$ cat src/hw/cphy_pkg.sv
// Purpose: Shared constants, modes and carriers of the CAN transceiver control shell
// Assumes: 125 MHz bus clock, AXI4-Lite register access
// Notes:   Register index n sits at byte offset 4*n from the module base address
package cphy_pkg;

    localparam int unsigned CLK_MHZ     = 125;
    localparam int unsigned REC_HOLD_NS = 1000;
    localparam int unsigned REC_CYC_INT = (REC_HOLD_NS * CLK_MHZ) / 1000;
    localparam logic [7:0]  REC_CYCLES  = REC_CYC_INT[7:0];
    localparam int unsigned DT_TIMEOUT_US_DEF = 1000;

    localparam logic [3:0] IDX_PORT  = 4'h0;
    localparam logic [3:0] IDX_CTRL  = 4'h1;
    localparam logic [3:0] IDX_RSVA  = 4'h2;
    localparam logic [3:0] IDX_STAT  = 4'h3;
    localparam logic [3:0] IDX_RSVB  = 4'h4;
    localparam logic [3:0] IDX_RSVC  = 4'h5;
    localparam logic [3:0] IDX_IEN   = 4'h6;
    localparam logic [3:0] IDX_IFLG  = 4'h7;
    localparam logic [3:0] IDX_MODE  = 4'h8;
    localparam logic [3:0] IDX_LAST  = 4'h8;

    localparam int unsigned PD_WAKE_BIT = 7;
    localparam int unsigned PD_TX_BIT   = 1;
    localparam int unsigned PD_RX_BIT   = 0;
    localparam int unsigned CR_CPE_BIT  = 7;
    localparam int unsigned CR_SPE_BIT  = 6;
    localparam int unsigned CR_WUPE_BIT = 5;
    localparam int unsigned SR_DT_BIT   = 3;
    localparam int unsigned IE_VF_BIT   = 4;
    localparam int unsigned IE_DT_BIT   = 3;
    localparam int unsigned IE_OC_BIT   = 0;
    localparam int unsigned MD_ROUTE_BIT = 2;

    localparam logic [7:0] PD_RESET   = 8'h02;
    localparam logic [7:0] CR_RESET   = 8'h20;
    localparam logic [7:0] IE_WMASK   = 8'h19;
    localparam logic [7:0] IF_WMASK   = 8'hfb;

    localparam logic [1:0] MSEL_NORMAL = 2'h0;
    localparam logic [1:0] MSEL_PSEUDO = 2'h1;
    localparam logic [1:0] MSEL_LISTEN = 2'h2;
    localparam logic [1:0] MSEL_STBY   = 2'h3;

    localparam logic [1:0] RESP_OKAY   = 2'h0;
    localparam logic [1:0] RESP_SLVERR = 2'h2;

    typedef enum logic [4:0] {
        PM_SHUT   = 5'h01,
        PM_NORMAL = 5'h02,
        PM_PSEUDO = 5'h04,
        PM_LISTEN = 5'h08,
        PM_STBY   = 5'h10
    } cphy_mode_e;

    typedef struct packed {
        logic        awvalid;
        logic [31:0] awaddr;
        logic        wvalid;
        logic [31:0] wdata;
        logic [3:0]  wstrb;
        logic        bready;
        logic        arvalid;
        logic [31:0] araddr;
        logic        rready;
    } cphy_axi_req_s;

    typedef struct packed {
        logic        awready;
        logic        wready;
        logic        bvalid;
        logic [1:0]  bresp;
        logic        arready;
        logic        rvalid;
        logic [31:0] rdata;
        logic [1:0]  rresp;
    } cphy_axi_rsp_s;

    typedef struct packed {
        logic       precise_rx;
        logic       wake_rx;
        logic [3:0] volt_fail;
        logic [1:0] over_current;
    } cphy_ana_in_s;

    typedef struct packed {
        logic       drv_high_en;
        logic       drv_low_en;
        logic       bus_dominant;
        logic       rx_en;
        logic       wake_en;
        logic       split_en;
        logic [2:0] slew_rate;
    } cphy_ana_out_s;

    typedef struct packed {
        cphy_mode_e      mode;
        logic            tx_drive;
        logic            phy_enable_once;
        logic            spe;
        logic            wupe;
        logic [2:0]      slr;
        logic [1:0]      msel;
        logic            route_port;
        logic [2:0][7:0] rsv;
        logic [7:0]      ien;
        logic [7:0]      iflag;
        logic            dt;
        logic [23:0]     dcnt;
        logic [7:0]      rcnt;
        logic [3:0]      vmon_q;
        logic [1:0]      oc_q;
        logic            rx_out;
        logic            bus_dom;
        logic            s1_rx;
        logic            s2_rx;
        logic            s1_wk;
        logic            s2_wk;
        logic            aw_got;
        logic            aw_ok;
        logic [3:0]      aw_idx;
        logic            w_got;
        logic [7:0]      wbyte;
        logic            wlane;
        logic            bvalid;
        logic [1:0]      bresp;
        logic            rvalid;
        logic [7:0]      rbyte;
        logic [1:0]      rresp;
    } cphy_state_s;

endpackage : cphy_pkg

$ cat src/hw/cphy_ctrl.sv
// Purpose: Digital control shell of an integrated high-speed CAN transceiver
// Assumes: Analog inputs synchronous to aclk; base_addr static during operation
// Notes:   Mode, dominant timeout, port data, interrupts and AXI4-Lite slave
// Notes on behaviour
// - Transmit input high recessive, low dominant.
// - Receive output high recessive, low dominant.
// - Standby takes wake receiver, shutdown parks recessive, else precision receiver.
// - Port bit 7 reads synchronized wake level.
// - Port bit 1 drives transmit input when routed.
// - Port bit 0 reads synchronized receive level.
// - Shutdown disables everything including wake receiver.
// - Normal enables drivers and receiver; split and wake follow their enables.
// - Pseudo-normal disables low-side driver.
// - Listen-only keeps transmitter off the bus.
// - Standby transceiver off; wake enable resets set.
// - Nine registers decoded from external base address.
// - Set-once enable leaves shutdown for the selected mode, normal after reset.
// - Dominant timeout holds until recessive over 1us.
`timescale 1ns/10ps
module cphy_ctrl
    import cphy_pkg::*;
#(
    parameter int unsigned DT_TIMEOUT_US = DT_TIMEOUT_US_DEF
) (
    input  wire logic          aclk,
    input  wire logic          aresetn,
    input  wire logic [31:0]   base_addr,
    input  wire logic          test_mode,
    input  wire cphy_axi_req_s axi_req,
    output cphy_axi_rsp_s      axi_rsp,
    input  wire logic          controller_tx,
    output logic               phy_rx_out,
    input  wire cphy_ana_in_s  ana_in,
    output cphy_ana_out_s      ana_out,
    output logic               irq
);

    localparam int unsigned DT_CYC_INT = DT_TIMEOUT_US * CLK_MHZ;
    localparam logic [23:0] DT_CYCLES  = DT_CYC_INT[23:0];

    cphy_state_s st_q;
    cphy_state_s st_d;
    logic        phy_tx_in;
    logic        tx_active;
    logic [7:0]  irq_gate;

    // Decode: offset from base, word aligned, index within map
    function automatic logic [4:0] decode(input logic [31:0] a, input logic [31:0] b);
        logic [31:0] off;
        logic        ok;
        off = a - b;
        ok  = (off[31:6] == 26'h0) && (off[1:0] == 2'h0) && (off[5:2] <= IDX_LAST);
        return {ok, off[5:2]};
    endfunction : decode

    function automatic logic [7:0] rd_mux(input cphy_state_s s, input logic [3:0] idx,
                                          input logic tm);
        logic [7:0] v;
        v = 8'h00;
        unique case (idx)
            IDX_PORT: begin
                v[PD_WAKE_BIT] = s.s2_wk;
                v[PD_TX_BIT]   = s.tx_drive;
                v[PD_RX_BIT]   = s.s2_rx;
            end
            IDX_CTRL: begin
                v[CR_CPE_BIT]  = s.phy_enable_once;
                v[CR_SPE_BIT]  = s.spe;
                v[CR_WUPE_BIT] = s.wupe;
                v[2:0]         = s.slr;
            end
            IDX_STAT: begin
                v[7:4]       = s.vmon_q;
                v[SR_DT_BIT] = s.dt;
            end
            IDX_RSVA: v = tm ? s.rsv[0] : 8'h00;
            IDX_RSVB: v = tm ? s.rsv[1] : 8'h00;
            IDX_RSVC: v = tm ? s.rsv[2] : 8'h00;
            IDX_IEN:  v = s.ien;
            IDX_IFLG: v = s.iflag;
            IDX_MODE: v = {5'h00, s.route_port, s.msel};
            default:  v = 8'h00;
        endcase
        return v;
    endfunction : rd_mux

    // Port routing replaces the controller bit; both use 1 for recessive
    assign phy_tx_in = st_q.route_port ? st_q.tx_drive : controller_tx;
    assign tx_active = (st_q.mode == PM_NORMAL) || (st_q.mode == PM_PSEUDO);

    always_comb begin
        logic [4:0] dec;
        logic [7:0] rv;
        logic [7:0] w1c;
        logic [7:0] setv;
        logic       wr_fire;
        dec     = 5'h00;
        rv      = 8'h00;
        w1c     = 8'h00;
        setv    = 8'h00;
        wr_fire = 1'b0;
        st_d    = st_q;

        // Mode follows the set-once enable and the selection field
        if (!st_q.phy_enable_once) begin
            st_d.mode = PM_SHUT;
        end else begin
            unique case (st_q.msel)
                MSEL_NORMAL: st_d.mode = PM_NORMAL;
                MSEL_PSEUDO: st_d.mode = PM_PSEUDO;
                MSEL_LISTEN: st_d.mode = PM_LISTEN;
                MSEL_STBY:   st_d.mode = PM_STBY;
            endcase
        end

        // Receive path; shutdown parks it recessive
        unique case (st_q.mode)
            PM_STBY: st_d.rx_out = ana_in.wake_rx;
            PM_SHUT: st_d.rx_out = 1'b1;
            default: st_d.rx_out = ana_in.precise_rx;
        endcase
        st_d.bus_dom = tx_active & ~phy_tx_in;

        // Port data levels are read through two stages, a few cycles behind the pins
        st_d.s1_rx = st_q.rx_out;
        st_d.s2_rx = st_q.s1_rx;
        st_d.s1_wk = ana_in.wake_rx;
        st_d.s2_wk = st_q.s1_wk;

        // Dominant timeout monitor on the transmit input
        if (!phy_tx_in) begin
            st_d.rcnt = 8'h00;
            if (st_q.dcnt < DT_CYCLES) begin
                st_d.dcnt = st_q.dcnt + 24'h000001;
            end else begin
                st_d.dt = 1'b1;
            end
        end else begin
            st_d.dcnt = 24'h000000;
            if (st_q.dt) begin
                if (st_q.rcnt > REC_CYCLES) begin
                    st_d.dt   = 1'b0;
                    st_d.rcnt = 8'h00;
                end else begin
                    st_d.rcnt = st_q.rcnt + 8'h01;
                end
            end
        end

        // Interrupt events: rising edges of monitors and timeout
        st_d.vmon_q = ana_in.volt_fail;
        st_d.oc_q   = ana_in.over_current;
        setv[7:4]   = ana_in.volt_fail & ~st_q.vmon_q;
        setv[3]     = st_d.dt & ~st_q.dt;
        setv[1:0]   = ana_in.over_current & ~st_q.oc_q;

        // AXI4-Lite write channel
        if (axi_req.awvalid && axi_rsp.awready) begin
            dec          = decode(axi_req.awaddr, base_addr);
            st_d.aw_got  = 1'b1;
            st_d.aw_ok   = dec[4];
            st_d.aw_idx  = dec[3:0];
        end
        if (axi_req.wvalid && axi_rsp.wready) begin
            st_d.w_got = 1'b1;
            st_d.wbyte = axi_req.wdata[7:0];
            st_d.wlane = axi_req.wstrb[0];
        end
        if (st_q.bvalid && axi_req.bready) begin
            st_d.bvalid = 1'b0;
        end
        // Both halves held: answer once; unmapped offsets or lane 0 off have no effect
        if (st_q.aw_got && st_q.w_got && !st_q.bvalid) begin
            wr_fire     = st_q.aw_ok && st_q.wlane;
            st_d.aw_got = 1'b0;
            st_d.w_got  = 1'b0;
            st_d.bvalid = 1'b1;
            st_d.bresp  = st_q.aw_ok ? RESP_OKAY : RESP_SLVERR;
        end
        if (wr_fire) begin
            unique case (st_q.aw_idx)
                IDX_PORT: st_d.tx_drive = st_q.wbyte[PD_TX_BIT];
                IDX_CTRL: begin
                    st_d.phy_enable_once  = st_q.phy_enable_once | st_q.wbyte[CR_CPE_BIT];
                    st_d.spe  = st_q.wbyte[CR_SPE_BIT];
                    st_d.wupe = st_q.wbyte[CR_WUPE_BIT];
                    st_d.slr  = st_q.wbyte[2:0];
                end
                IDX_RSVA: if (test_mode) st_d.rsv[0] = st_q.wbyte;
                IDX_RSVB: if (test_mode) st_d.rsv[1] = st_q.wbyte;
                IDX_RSVC: if (test_mode) st_d.rsv[2] = st_q.wbyte;
                IDX_IEN:  st_d.ien = st_q.wbyte & IE_WMASK;
                IDX_IFLG: w1c = st_q.wbyte & IF_WMASK;
                IDX_MODE: begin
                    st_d.msel       = st_q.wbyte[1:0];
                    st_d.route_port = st_q.wbyte[MD_ROUTE_BIT];
                end
                default: ;
            endcase
        end
        // A new event beats a clear in the same cycle
        st_d.iflag = (st_q.iflag & ~w1c) | setv;

        // AXI4-Lite read channel
        if (st_q.rvalid && axi_req.rready) begin
            st_d.rvalid = 1'b0;
        end
        if (axi_req.arvalid && axi_rsp.arready) begin
            dec         = decode(axi_req.araddr, base_addr);
            rv          = rd_mux(st_q, dec[3:0], test_mode);
            st_d.rvalid = 1'b1;
            st_d.rbyte  = dec[4] ? rv : 8'h00;
            st_d.rresp  = dec[4] ? RESP_OKAY : RESP_SLVERR;
        end

        if (!aresetn) begin
            st_d          = '0;
            st_d.mode     = PM_SHUT;
            st_d.tx_drive = PD_RESET[PD_TX_BIT];
            st_d.phy_enable_once      = CR_RESET[CR_CPE_BIT];
            st_d.spe      = CR_RESET[CR_SPE_BIT];
            st_d.wupe     = CR_RESET[CR_WUPE_BIT];
            st_d.msel     = MSEL_NORMAL;
            st_d.rx_out   = 1'b1;
            st_d.s1_rx    = 1'b1;
            st_d.s2_rx    = 1'b1;
            // Wake stages start recessive too, else bit 7 reads dominant after reset
            st_d.s1_wk    = 1'b1;
            st_d.s2_wk    = 1'b1;
        end
    end

    // One register stage holds all state; reset is folded into the next-state logic
    always_ff @(posedge aclk) begin
        st_q <= st_d;
    end

    // Handshake readies are combinational; one write and one read in flight
    assign axi_rsp.awready = !st_q.aw_got && !st_q.bvalid;
    assign axi_rsp.wready  = !st_q.w_got && !st_q.bvalid;
    assign axi_rsp.bvalid  = st_q.bvalid;
    assign axi_rsp.bresp   = st_q.bresp;
    assign axi_rsp.arready = !st_q.rvalid;
    assign axi_rsp.rvalid  = st_q.rvalid;
    assign axi_rsp.rdata   = {24'h000000, st_q.rbyte};
    assign axi_rsp.rresp   = st_q.rresp;

    assign phy_rx_out = st_q.rx_out;

    // Analog enables decoded from the registered mode
    assign ana_out.drv_high_en  = tx_active;
    assign ana_out.drv_low_en   = (st_q.mode == PM_NORMAL);
    assign ana_out.bus_dominant = st_q.bus_dom;
    assign ana_out.rx_en        = (st_q.mode == PM_NORMAL) || (st_q.mode == PM_PSEUDO)
                                  || (st_q.mode == PM_LISTEN);
    assign ana_out.wake_en      = (st_q.mode != PM_SHUT) && st_q.wupe;
    assign ana_out.split_en     = ((st_q.mode == PM_NORMAL) || (st_q.mode == PM_LISTEN))
                                  && st_q.spe;
    assign ana_out.slew_rate    = st_q.slr;

    // One over-current enable gates both over-current flags
    assign irq_gate = {{4{st_q.ien[IE_VF_BIT]}}, st_q.ien[IE_DT_BIT], 1'b0,
                       {2{st_q.ien[IE_OC_BIT]}}};
    assign irq      = |(st_q.iflag & irq_gate);
endmodule : cphy_ctrl

$ cat config.mk
export PLATFORM = sky130hd
export DESIGN_NAME = cphy_ctrl
export DESIGN_NICKNAME = d
export VERILOG_FILES = /design/src/hw/cphy_pkg.sv /design/src/hw/cphy_ctrl.sv
export SDC_FILE = /design/constraint.sdc
export NUM_CORES = 1
export LEC_CHECK = 0
export BUFFER_PORTS_ARGS = -buffer_cell sky130_fd_sc_hd__buf_2
export CELL_PAD_IN_SITES_DETAIL_PLACEMENT = 0
export CELL_PAD_IN_SITES_GLOBAL_PLACEMENT = 1
export CORE_ASPECT_RATIO = 1.75
export CORE_MARGIN = 1.5
export CORE_UTILIZATION = 37
export CTS_CLUSTER_SIZE = 24
export DETAILED_ROUTE_END_ITERATION = 10
export PLACE_DENSITY_LB_ADDON = 0.12
export SYNTH_ARGS = -nofsm -noshare
export SYNTH_HDL_FRONTEND = slang
export SYNTH_SLANG_ARGS = --single-unit
export TNS_END_PERCENT = 1
$ cat constraint.sdc
create_clock -name aclk -period 3.3 [get_ports aclk]
set_input_delay 0.33 -clock aclk [delete_from_list [all_inputs] [get_ports aclk]]
set_output_delay 0.33 -clock aclk [all_outputs]
set_load 0.005 [all_outputs]
Word level (Yosys, flattened, before mapping). Cells that the tools add are included.

Order comparisons: 4. Equality and inequality tests: 24. Mux-type cells: 28. Reductions and logical operators: 44. Add/sub/neg operators: 4. Bitwise operators: 14.

Operator list (number): $mux 8 (8); $sub 32x32->32 (2); $logic_not 26->1 (2); $mux 33 (1); $eq 4x3->1 const B (8); $add 24x1->24 const B (1); $lt 24x17->1 const B (1); $mux 24 (1); $pmux 2 s6 (2); $pmux 5 s4 (1); $and 8x8->8 (2); $logic_and 1x1->1 (16); $pmux 2 s8 (1); $eq 4x2->1 const B (3); $reduce_and 2->1 (6); $mux 11 (1); $reduce_and 3->1 (3); $add 8x1->8 const B (1); $eq 4x1->1 const B (2); $eq 4x4->1 const B (2); $gt 8x7->1 const B (1); $le 4x4->1 const B (2); $logic_not 4->1 (2); $not 8->8 (1); other kinds (28) (48).

Bits in registers: 125. Word-level logic and storage cells: 153. Bits of input ports: 149. Output and inout port bits: 52.

Depth between registers and ports, before layout. Gate-level depths: netlist (run 1).

Depth after elaboration: 7. Depth in mapped cells: 14. Gate-level depth less buffers: 14.

Least setup slack after synthesis (run 1). OpenSTA, ideal clock, no wires.

Kind: in2reg. Start point: input base_addr[12]. End point: register st_q, in the netlist axi_rsp[1]. Slack: -35 ps. Library setup time: 116 ps. Stages: 13. Buffers on the path: 1. Arrival: 3219 ps. Data required time: 3184 ps. Cell sequence: inv_1 ha_1 a21oi_1 o31ai_1 o311a_1 o31a_1 nand2b_1 a221oi_1 mux2i_1 nand4_1 or4_1 buf_2 and3_1.

Longest elaborated chain between the ends: 5.

Ends and longest elaborated chain: start: declaration (line cphy_ctrl.sv:27) `input wire logic [31:0] base_addr,`; $sub 32x32->32 (line cphy_ctrl.sv:51) `off = a - b;`; $logic_not 26->1 (line cphy_ctrl.sv:52) `ok = (off[31:6] == 26'h0) && (off[1:0] == 2'h0) && (off[5:2] <= IDX_LAST);`; $logic_and 1x1->1 (2 in series) (line cphy_ctrl.sv:52); $mux 2 (line cphy_ctrl.sv:213) `st_d.rresp = dec[4] ? RESP_OKAY : RESP_SLVERR;`; end signal: assignment (line cphy_ctrl.sv:235) `st_q <= st_d;`; end: declaration (line cphy_ctrl.sv:41) `cphy_state_s st_q;`.

Every way passes these cells. A chain may end at the register's enable or synchronous reset.

Final worst setup path (run 1).
Start point: input base_addr[8]. End point: register st_q, in the netlist axi_rsp[6].

Longest elaborated chain between the ends: 5.

Ends and longest elaborated chain: $sub 32x32->32 (line cphy_ctrl.sv:51); $logic_not 26->1 (line cphy_ctrl.sv:52); $logic_and 1x1->1 (2 in series) (line cphy_ctrl.sv:52); $mux 8 (line cphy_ctrl.sv:212) `st_d.rbyte = dec[4] ? rv : 8'h00;`.

Every way passes these cells.

==> flow_summary.yaml, run 1 <==
run_status:
  status: "finished, final reports clean"
placed_design:
  place.gp.congestion: 0.903
  dp_hpwl_microns: 27000
  io_buffers: 147
floorplanning:
  coreArea_sq_um: 24600
  row_count: 76
  die_h_microns: 213
  io_pins: 201
  die_width_microns: 123
  initial_core_util: 0.378
  design.die.area_sq_um: 26100
global_routing:
  antenna_found_initial: 4
  grt_pass1_vias: 9742
  grt_usage: 0.250
  grt_pass1_wl_microns: 49400
  grt_max_degree: 79
  grt_overflow_total: 0
clock_tree:
  numCtsBuffers: 17
  clkSinkCount: 122
  ctsLongestPathBuffers: 2
  clkTransAtPathRegs_ps: 60
  cts_max_level: 4
  hold_buffers: 0
  clock_latency_ps: 410
  cts_tree: "done"
  cts_root_buffer: "clkbuf_16"
synth:
  ys.flop_type: "dfxtp_1"
  ys_top_cells_by_area: "dfxtp_1, ha_1, nand2_1"
  synth_area_leader_cell: "dfxtp_1"
  yosys_warnings: 0
  yosysUniqueCellTypes: 77
  synth_area_per_cell_sq_um: 7.76
  synthArstFlopShare: 0
  synth_cells: 1199
  synth_edf_count: 0
  synth_top_area_frac: 0.262
  netlist_area_sq_um: 9310
  seq_area_frac_synth: 0.262
  ys_seq_elements: 122
critical_path:
  critPathKind: "in2reg"
  r2r_start: "axi_rsp[34]"
  reg2reg_depth: 11
  reg2reg_slack_ps: 520
  worstSetupStartpoint: "base_addr[8]"
  cp.required_ps: 3630
  crit_path_end: "axi_rsp[6]"
  cp.arrival_ps: 3540
  critPathMaxFanout: 8
  crit_path_start_kind: "input pin"
  endpoint_kind: "flop"
  rr_endpoint: "axi_rsp[6]"
timing:
  min_period_ps: 3200
  max_slew_margin: 0.558
  max_freq_mhz: 312
  rsz0062_at_grt: "true"
  tightestPinTransition_ps: 664
  fin_setup_tns_ps: 0
  drv_slew: 0
  skew_ps: 9.97
  timing.hold.ws_ps: 128
  finalSetupViolCount: 0
  period_share: 0.971
  hold_viol: 0
drt:
  routed_via_density: 5.30
  wl_per_cell_microns: 18.1
  via_count: 9535
  firstDrtPassIters: 5
  drtIter0Drc: 337
  finalWirelength_microns: 32600
  ant_nets: 0
  drc_errors: 0
hold_path:
  hold_path_class: "in2reg"
cells_and_area:
  fin_nets: 1692
  most-common-layout-cells: "buf_4, buf_2, nand2_1, dfxtp_1, nor2_1"
  final_common_cell: "buf_4"
  area_growth_pct: 29.3
  layout-drive-gt1-share: 0.260
pwr:
  ir_drop_mv: 0.334
  leakagePower_nw: 5.48
  cellPowerDensity_nw_per_um2: 391
job:
  cap_violations: 0
[metrics by stage]
step                area, sq um  setup slack [ps]  power, W  cells  utilization
floorplan                  9410              12.6   0.00239   1224            -
global placement          11300              -383   0.00298   1766        0.459
detailed placement        11300              -421   0.00298   1766        0.459
CTS                       11800              16.0   0.00470   1796        0.480
global route              12000             -19.3   0.00497   1799        0.488
finish                    12000              95.7   0.00471   1800        0.489
[power by group]
part / switching, W / internal (W) / total, W / leakage [nW]
Clock: 0.000635 / 0.00106 / 0.00169 / 0.264
Sequential: 0.0000347 / 0.00151 / 0.00154 / 0.990
Combinational: 0.000809 / 0.000666 / 0.00147 / 4.22
Total: 0.00148 / 0.00323 / 0.00471 / 5.48
[cells by family (layout without fill, tap and decap cells)]
family                     count (synthesis)  in the layout  share of synthesized area
DFF                                      122            122                      0.262
muxes                                     48             48                     0.0523
other                                      1             28                   0.000403
and+or+nand+nor                          464            464                      0.246
xor gates and xnor gates                  53             53                     0.0499
adders and majority gates                 68             68                     0.0930
AOI/OAI and AO/OA                        304            304                      0.222
buffers and inverters                    139            401                     0.0737
[final cells by class]
type / instances / area (sq um)
well taps: 312 / 390
multi-input cells: 963 / 6450
clock buffers: 21 / 460
clock inverters: 9 / 75.1
flip-flops and latches: 122 / 2440
fillers: 2589 / 12600
repair buffers: 314 / 1990
diodes: 2 / 5.00
inverters: 57 / 214
[worst max-delay path, cell delays in order]
cell and delay [ps]:
buf_2 80, inv_1 60, ha_1 320, buf_4 160, o21ai_0 230, o21ai_1 100, and3b_4 200, o31ai_4 320
a31oi_4 150, a21o_1 220, a211o_1 260, a41o_1 250, or4_4 550, buf_4 180, o21ai_1 130
[cell usage after synthesis (all sizes together), types with 17 or more instances]
cell,number
buf,46
dfxtp,122
xor2,26
nand2,145
ha,66
clkbuf,36
nor2b,54
and3,17
mux2i,43
nor3,20
o21ai,58
nand4,22
nand3,31
inv,57
xnor2,27
a21oi,84
nor2,98
a21boi,19
[state kept, by name, summed over array words and instances (netlist names)]
signal,cells
st_q,102
axi_rsp,12
ana_out,4
irq_gate,3
phy_rx_out,1
[what timing repair did]
item,CTS,global route
endpoints found under the setup margin,0,10
hold endpoints to repair,0,0
buffers inserted,0,2
gates resized for setup,0,35
[worst min-delay path by stage]
stage          slack (ps)  cells past startpoint         end        from
3_5_place_dp          440                      1    st_q[33]  phy_rx_out
2_1_floorplan         390                      1    st_q[30]    st_q[31]
5_1_grt               120                      2    st_q[37]   ana_in[1]
4_1_cts               110                      2    st_q[37]   ana_in[1]
3_3_place_gp          430                      2  axi_rsp[2]  axi_rsp[2]
6_report              130                      2    st_q[37]   ana_in[1]
[layer usage]
layer	GRT usage	routed length, microns	up-vias
met5	0	22	-
met4	0.155	2020	4
met3	0.0385	1000	89
met2	0.504	18600	230
met1	0.221	10900	4420
li1	-	-	4792
Power figures use the tool's default switching activity.
==> inputs of run 2 (changes only) <==
--- a/config.mk
+++ b/config.mk
@@ -5,14 +5,14 @@
 export SDC_FILE = /design/constraint.sdc
 export NUM_CORES = 1
 export LEC_CHECK = 0
-export BUFFER_PORTS_ARGS = -buffer_cell sky130_fd_sc_hd__buf_2
 export CELL_PAD_IN_SITES_DETAIL_PLACEMENT = 0
 export CELL_PAD_IN_SITES_GLOBAL_PLACEMENT = 1
 export CORE_ASPECT_RATIO = 1.75
 export CORE_MARGIN = 1.5
-export CORE_UTILIZATION = 37
+export CORE_UTILIZATION = 43
 export CTS_CLUSTER_SIZE = 24
 export DETAILED_ROUTE_END_ITERATION = 10
+export DONT_BUFFER_PORTS = 1
 export PLACE_DENSITY_LB_ADDON = 0.12
 export SYNTH_ARGS = -nofsm -noshare
 export SYNTH_HDL_FRONTEND = slang
==> flow_summary.yaml, run 2 (synthesis gave the netlist of run 1 again) <==
run_status:
  status: "finished, final reports clean"
floorplanning:
  coreArea_sq_um: 21400
  initial_core_util: 0.435
  die_width_microns: 114
  row_count: 71
  design.die.area_sq_um: 22600
  die_h_microns: 198
  io_pins: 201
global_routing:
  grt_pass1_wl_microns: 46200
  grt_max_degree: 91
  grt_pass1_vias: 8835
  grt_usage: 0.271
  antenna_found_initial: 0
  grt_overflow_total: 0
cells_and_area:
  seq_area_sq_um: 2440
  largest_reg_flops: 102
  area_growth_pct: 18.0
  fillers: 2192
  layout-drive-gt1-share: 0.145
  regMostFlops: "st_q"
  antenna_cells: 0
  fin_nets: 1513
  final_common_cell: "nand2_1"
  most-common-layout-cells: "nand2_1, buf_4, dfxtp_1, nor2_1, a21oi_1"
  instances_no_fill: 1601
  multi_input_area_sq_um: 6330
  design_area_sq_um: 11000
critical_path:
  cp.required_ps: 3630
  critPathKind: "in2reg"
  worstSetupStartpoint: "axi_req[72]"
  crit_path_start_kind: "input pin"
  endpoint_kind: "flop"
  cp.arrival_ps: 3450
  r2r_start: "axi_rsp[38]"
  critPathMaxFanout: 2
placed_design:
  place.gp.congestion: 0.981
  place_ws_ps: -416
  dpl.cell_count: 1568
  dp_hpwl_microns: 25500
  io_buffers: 0
  placedInstanceArea_sq_um: 10300
timing:
  period_share: 0.944
  fin_setup_tns_ps: 0
  drv_slew: 0
  finalSetupViolCount: 0
  finalWorstSetupSlack_ps: 185
  tightestPinTransition_ps: 668
  timing.hold.ws_ps: 10.5
  max_freq_mhz: 321
  skew_ps: 7.36
  hold_viol: 0
  min_period_ps: 3120
  max_slew_margin: 0.555
drt:
  firstDrtPassIters: 8
  finalWirelength_microns: 30800
  wl_per_cell_microns: 19.2
  drc_errors: 0
  routed_via_density: 5.54
  via_count: 8864
  ant_nets: 0
  drtIter0Drc: 357
clock_tree:
  clkSinkCount: 122
  numCtsBuffers: 17
  cts_tree: "done"
  cts_root_buffer: "clkbuf_16"
  clkTransAtPathRegs_ps: 60
  ctsLongestPathBuffers: 2
  clock_latency_ps: 420
  cts_max_level: 4
pwr:
  ir_drop_mv: 0.253
  cellPowerDensity_nw_per_um2: 429
  leakagePower_nw: 4.71
hold_path:
  hold_start: "ana_in[6]"
  hold_path_class: "in2reg"
job:
  cap_violations: 0
## run 2: area by class of cell
cell class	count	share of cell area
multi-input cells	963	0.576
flip-flops and latches	122	0.222
repair buffers	135	0.0937
clock buffers	17	0.0387
well taps	292	0.0333
inverters	57	0.0195
clock inverters	15	0.0162
## run 2: final timing paths
kind              end  slack [ps]  cells after the start
max          st_q[28]         180                     14
min          st_q[31]          10                      1
max reg2reg  st_q[28]         390                     10
min reg2reg  st_q[30]         400                      1
## run 2: timing repair
action,in CTS,in global routing
buffers inserted,0,0
hold buffers,1,0
endpoints found under the hold margin,6,0
endpoints found under the setup margin,0,2
gates resized for setup,0,10
## run 2: through the flow
stage / total power, W / util
finish: 0.00472 / 0.513
detailed placement: 0.00282 / 0.482
global placement: 0.00282 / 0.482
global route: 0.00492 / 0.513
floorplan: 0.00239 / -
CTS: 0.00472 / 0.511
## run 2: worst max-delay path: stages
cell and delay (ps):
inv_1 50, ha_1 160, inv_1 50, fa_1 420, nand3b_1 270, a221oi_1 290
nand4_1 180, a2111oi_4 330, nand4b_1 150, or4_1 400, nor4_1 240, and4_1 260
nand4_1 110, o31ai_1 210
## run 2: report_power, final
part / leakage [nW] / internal [W] / total, W / switching, W
clock network: 0.281 / 0.00118 / 0.00189 / 0.000706
registers: 0.990 / 0.00150 / 0.00154 / 0.0000378
logic: 3.44 / 0.000563 / 0.00128 / 0.000719
## run 2: layer usage
metal / track usage / share of wire / up-vias
met3: 0.0469 / 0.038 / 60
met4: 0.124 / 0.042 / 0
met5: 0 / 0 / -
li1: - / - / 4429
met1: 0.227 / 0.33 / 4166
met2: 0.582 / 0.59 / 209
==> inputs of run 3 (changes only) <==
--- a/config.mk
+++ b/config.mk
@@ -14,6 +14,7 @@
 export DETAILED_ROUTE_END_ITERATION = 10
 export DONT_BUFFER_PORTS = 1
 export PLACE_DENSITY_LB_ADDON = 0.12
+export REMOVE_ABC_BUFFERS = 1
 export SYNTH_ARGS = -nofsm -noshare
 export SYNTH_HDL_FRONTEND = slang
 export SYNTH_SLANG_ARGS = --single-unit
==> flow_summary.yaml, run 3 (synthesis gave the netlist of run 1 again) <==
run_status:
  status: "finished, final reports clean"
critical_path:
  critPathMaxFanout: 5
  endpoint_kind: "flop"
  worstSetupStartpoint: "base_addr[4]"
  cp.arrival_ps: 3510
  r2r_start: "axi_rsp[34]"
  crit_path_start_kind: "input pin"
  critPathKind: "in2reg"
  cp.required_ps: 3620
drt:
  drtIter0Drc: 400
  finalWirelength_microns: 30700
  firstDrtPassIters: 6
  ant_nets: 0
  routed_via_density: 5.52
  wl_per_cell_microns: 19.0
  via_count: 8905
  drc_errors: 0
floorplanning:
  die_h_microns: 198
  io_pins: 201
  initial_core_util: 0.435
  coreArea_sq_um: 21400
  die_width_microns: 114
  row_count: 71
  design.die.area_sq_um: 22600
job:
  cap_violations: 0
pwr:
  cellPowerDensity_nw_per_um2: 424
  ir_drop_mv: 0.246
  leakagePower_nw: 4.78
  power.total_w: 0.00470
clock_tree:
  ctsLongestPathBuffers: 2
  cts_max_level: 4
  clkTransAtPathRegs_ps: 50
  clkSinkCount: 122
  numCtsBuffers: 17
  cts_setup_buffers: 0
  cts_root_buffer: "clkbuf_16"
  cts_tree: "done"
  clock_latency_ps: 410
placed_design:
  io_buffers: 0
  dp_hpwl_microns: 25300
  place_ws_ps: -683
  place.gp.congestion: 0.957
cells_and_area:
  final_common_cell: "nand2_1"
  area_growth_pct: 19.2
  antenna_cells: 0
  most-common-layout-cells: "nand2_1, buf_4, dfxtp_1, nor2_1, a21oi_1"
  layout-drive-gt1-share: 0.154
  regMostFlops: "st_q"
  largest_reg_flops: 102
  fin_nets: 1524
timing:
  tightestPinTransition_ps: 653
  hold_viol: 0
  finalSetupViolCount: 0
  max_slew_margin: 0.563
  min_period_ps: 3200
  skew_ps: 4.75
  rsz0062_at_grt: "true"
  timing.hold.ws_ps: 24.7
  finalWorstSetupSlack_ps: 102
  drv_slew: 0
  period_share: 0.969
  max_freq_mhz: 313
global_routing:
  grt_usage: 0.273
  grt_pass1_wl_microns: 47200
  grt_overflow_total: 0
  antenna_found_initial: 0
  grt_max_degree: 96
  grt_pass1_vias: 9073
hold_path:
  hold_path_class: "in2reg"
  hold_start: "ana_in[6]"
-- run 3: cell types whose count changed in the layout (fill, tap and decap cells not counted), sizes merged --
cell      previous run  this run
clkinvlp             5         1
buf                134       145
clkbuf              17        24
clkinv               7         4
-- run 3: what timing repair did --
item | CTS | global route
endpoints found under the hold margin | 1 | 0
pin swaps | 0 | 7
gates cloned | 0 | 0
setup endpoints to repair | 1 | 10
hold buffers | 1 | 0
gates resized for setup | 4 | 13
-- run 3: worst max-delay path, cell delays in order --
cell and delay, ps:
inv_1 60, buf_4 140, ha_1 280, nand2_1 80, o31ai_4 330, o2111ai_4 210
buf_4 190, o311ai_0 350, a21oi_1 120, or4_1 540, nor4_2 260, and4_1 240
nand4_1 110, o31ai_2 270
-- run 3: report_power, final --
part | switching [W] | internal, W | total [W]
clock network | 0.000641 | 0.00122 | 0.00186
registers | 0.0000374 | 0.00151 | 0.00154
logic | 0.000721 | 0.000574 | 0.00130
total | 0.00140 | 0.00330 | 0.00470
-- run 3: layout make-up --
| cell class | count | area (sq um) |
|---|---|---|
| fill | 2123 | 10300 |
| multi-input combinational | 963 | 6370 |
| sequential | 122 | 2440 |
| timing repair buffer | 146 | 1110 |
| clock buffer | 24 | 472 |
| tap | 292 | 365 |
| inverter | 57 | 214 |
| clock inverter | 8 | 118 |
-- run 3: path summary, 6_finish.rpt --
kind	end	slack, ps	cells after the start
min reg2reg	st_q[30]	420	1
max	st_q[28]	100	14
min	st_q[31]	20	1
max reg2reg	axi_rsp[1]	400	11
-- run 3: stage by stage --
step / instances / TNS [ps] / utilization / area (sq um)
floorplan: 1142 / -64.4 / - / 8930
global placement: 1579 / -2860 / 0.485 / 10400
detailed placement: 1579 / -3190 / 0.485 / 10400
CTS: 1612 / 0 / 0.515 / 11000
global route: 1612 / -20.3 / 0.518 / 11100
finish: 1612 / 0 / 0.518 / 11100
-- run 3: layer usage --
layer | up-vias | part of all wire | global-route usage
met3 | 60 | 0.049 | 0.0623
met4 | 0 | 0.044 | 0.125
met2 | 238 | 0.57 | 0.564
met5 | - | 0 | 0
li1 | 4454 | - | -
met1 | 4153 | 0.33 | 0.240
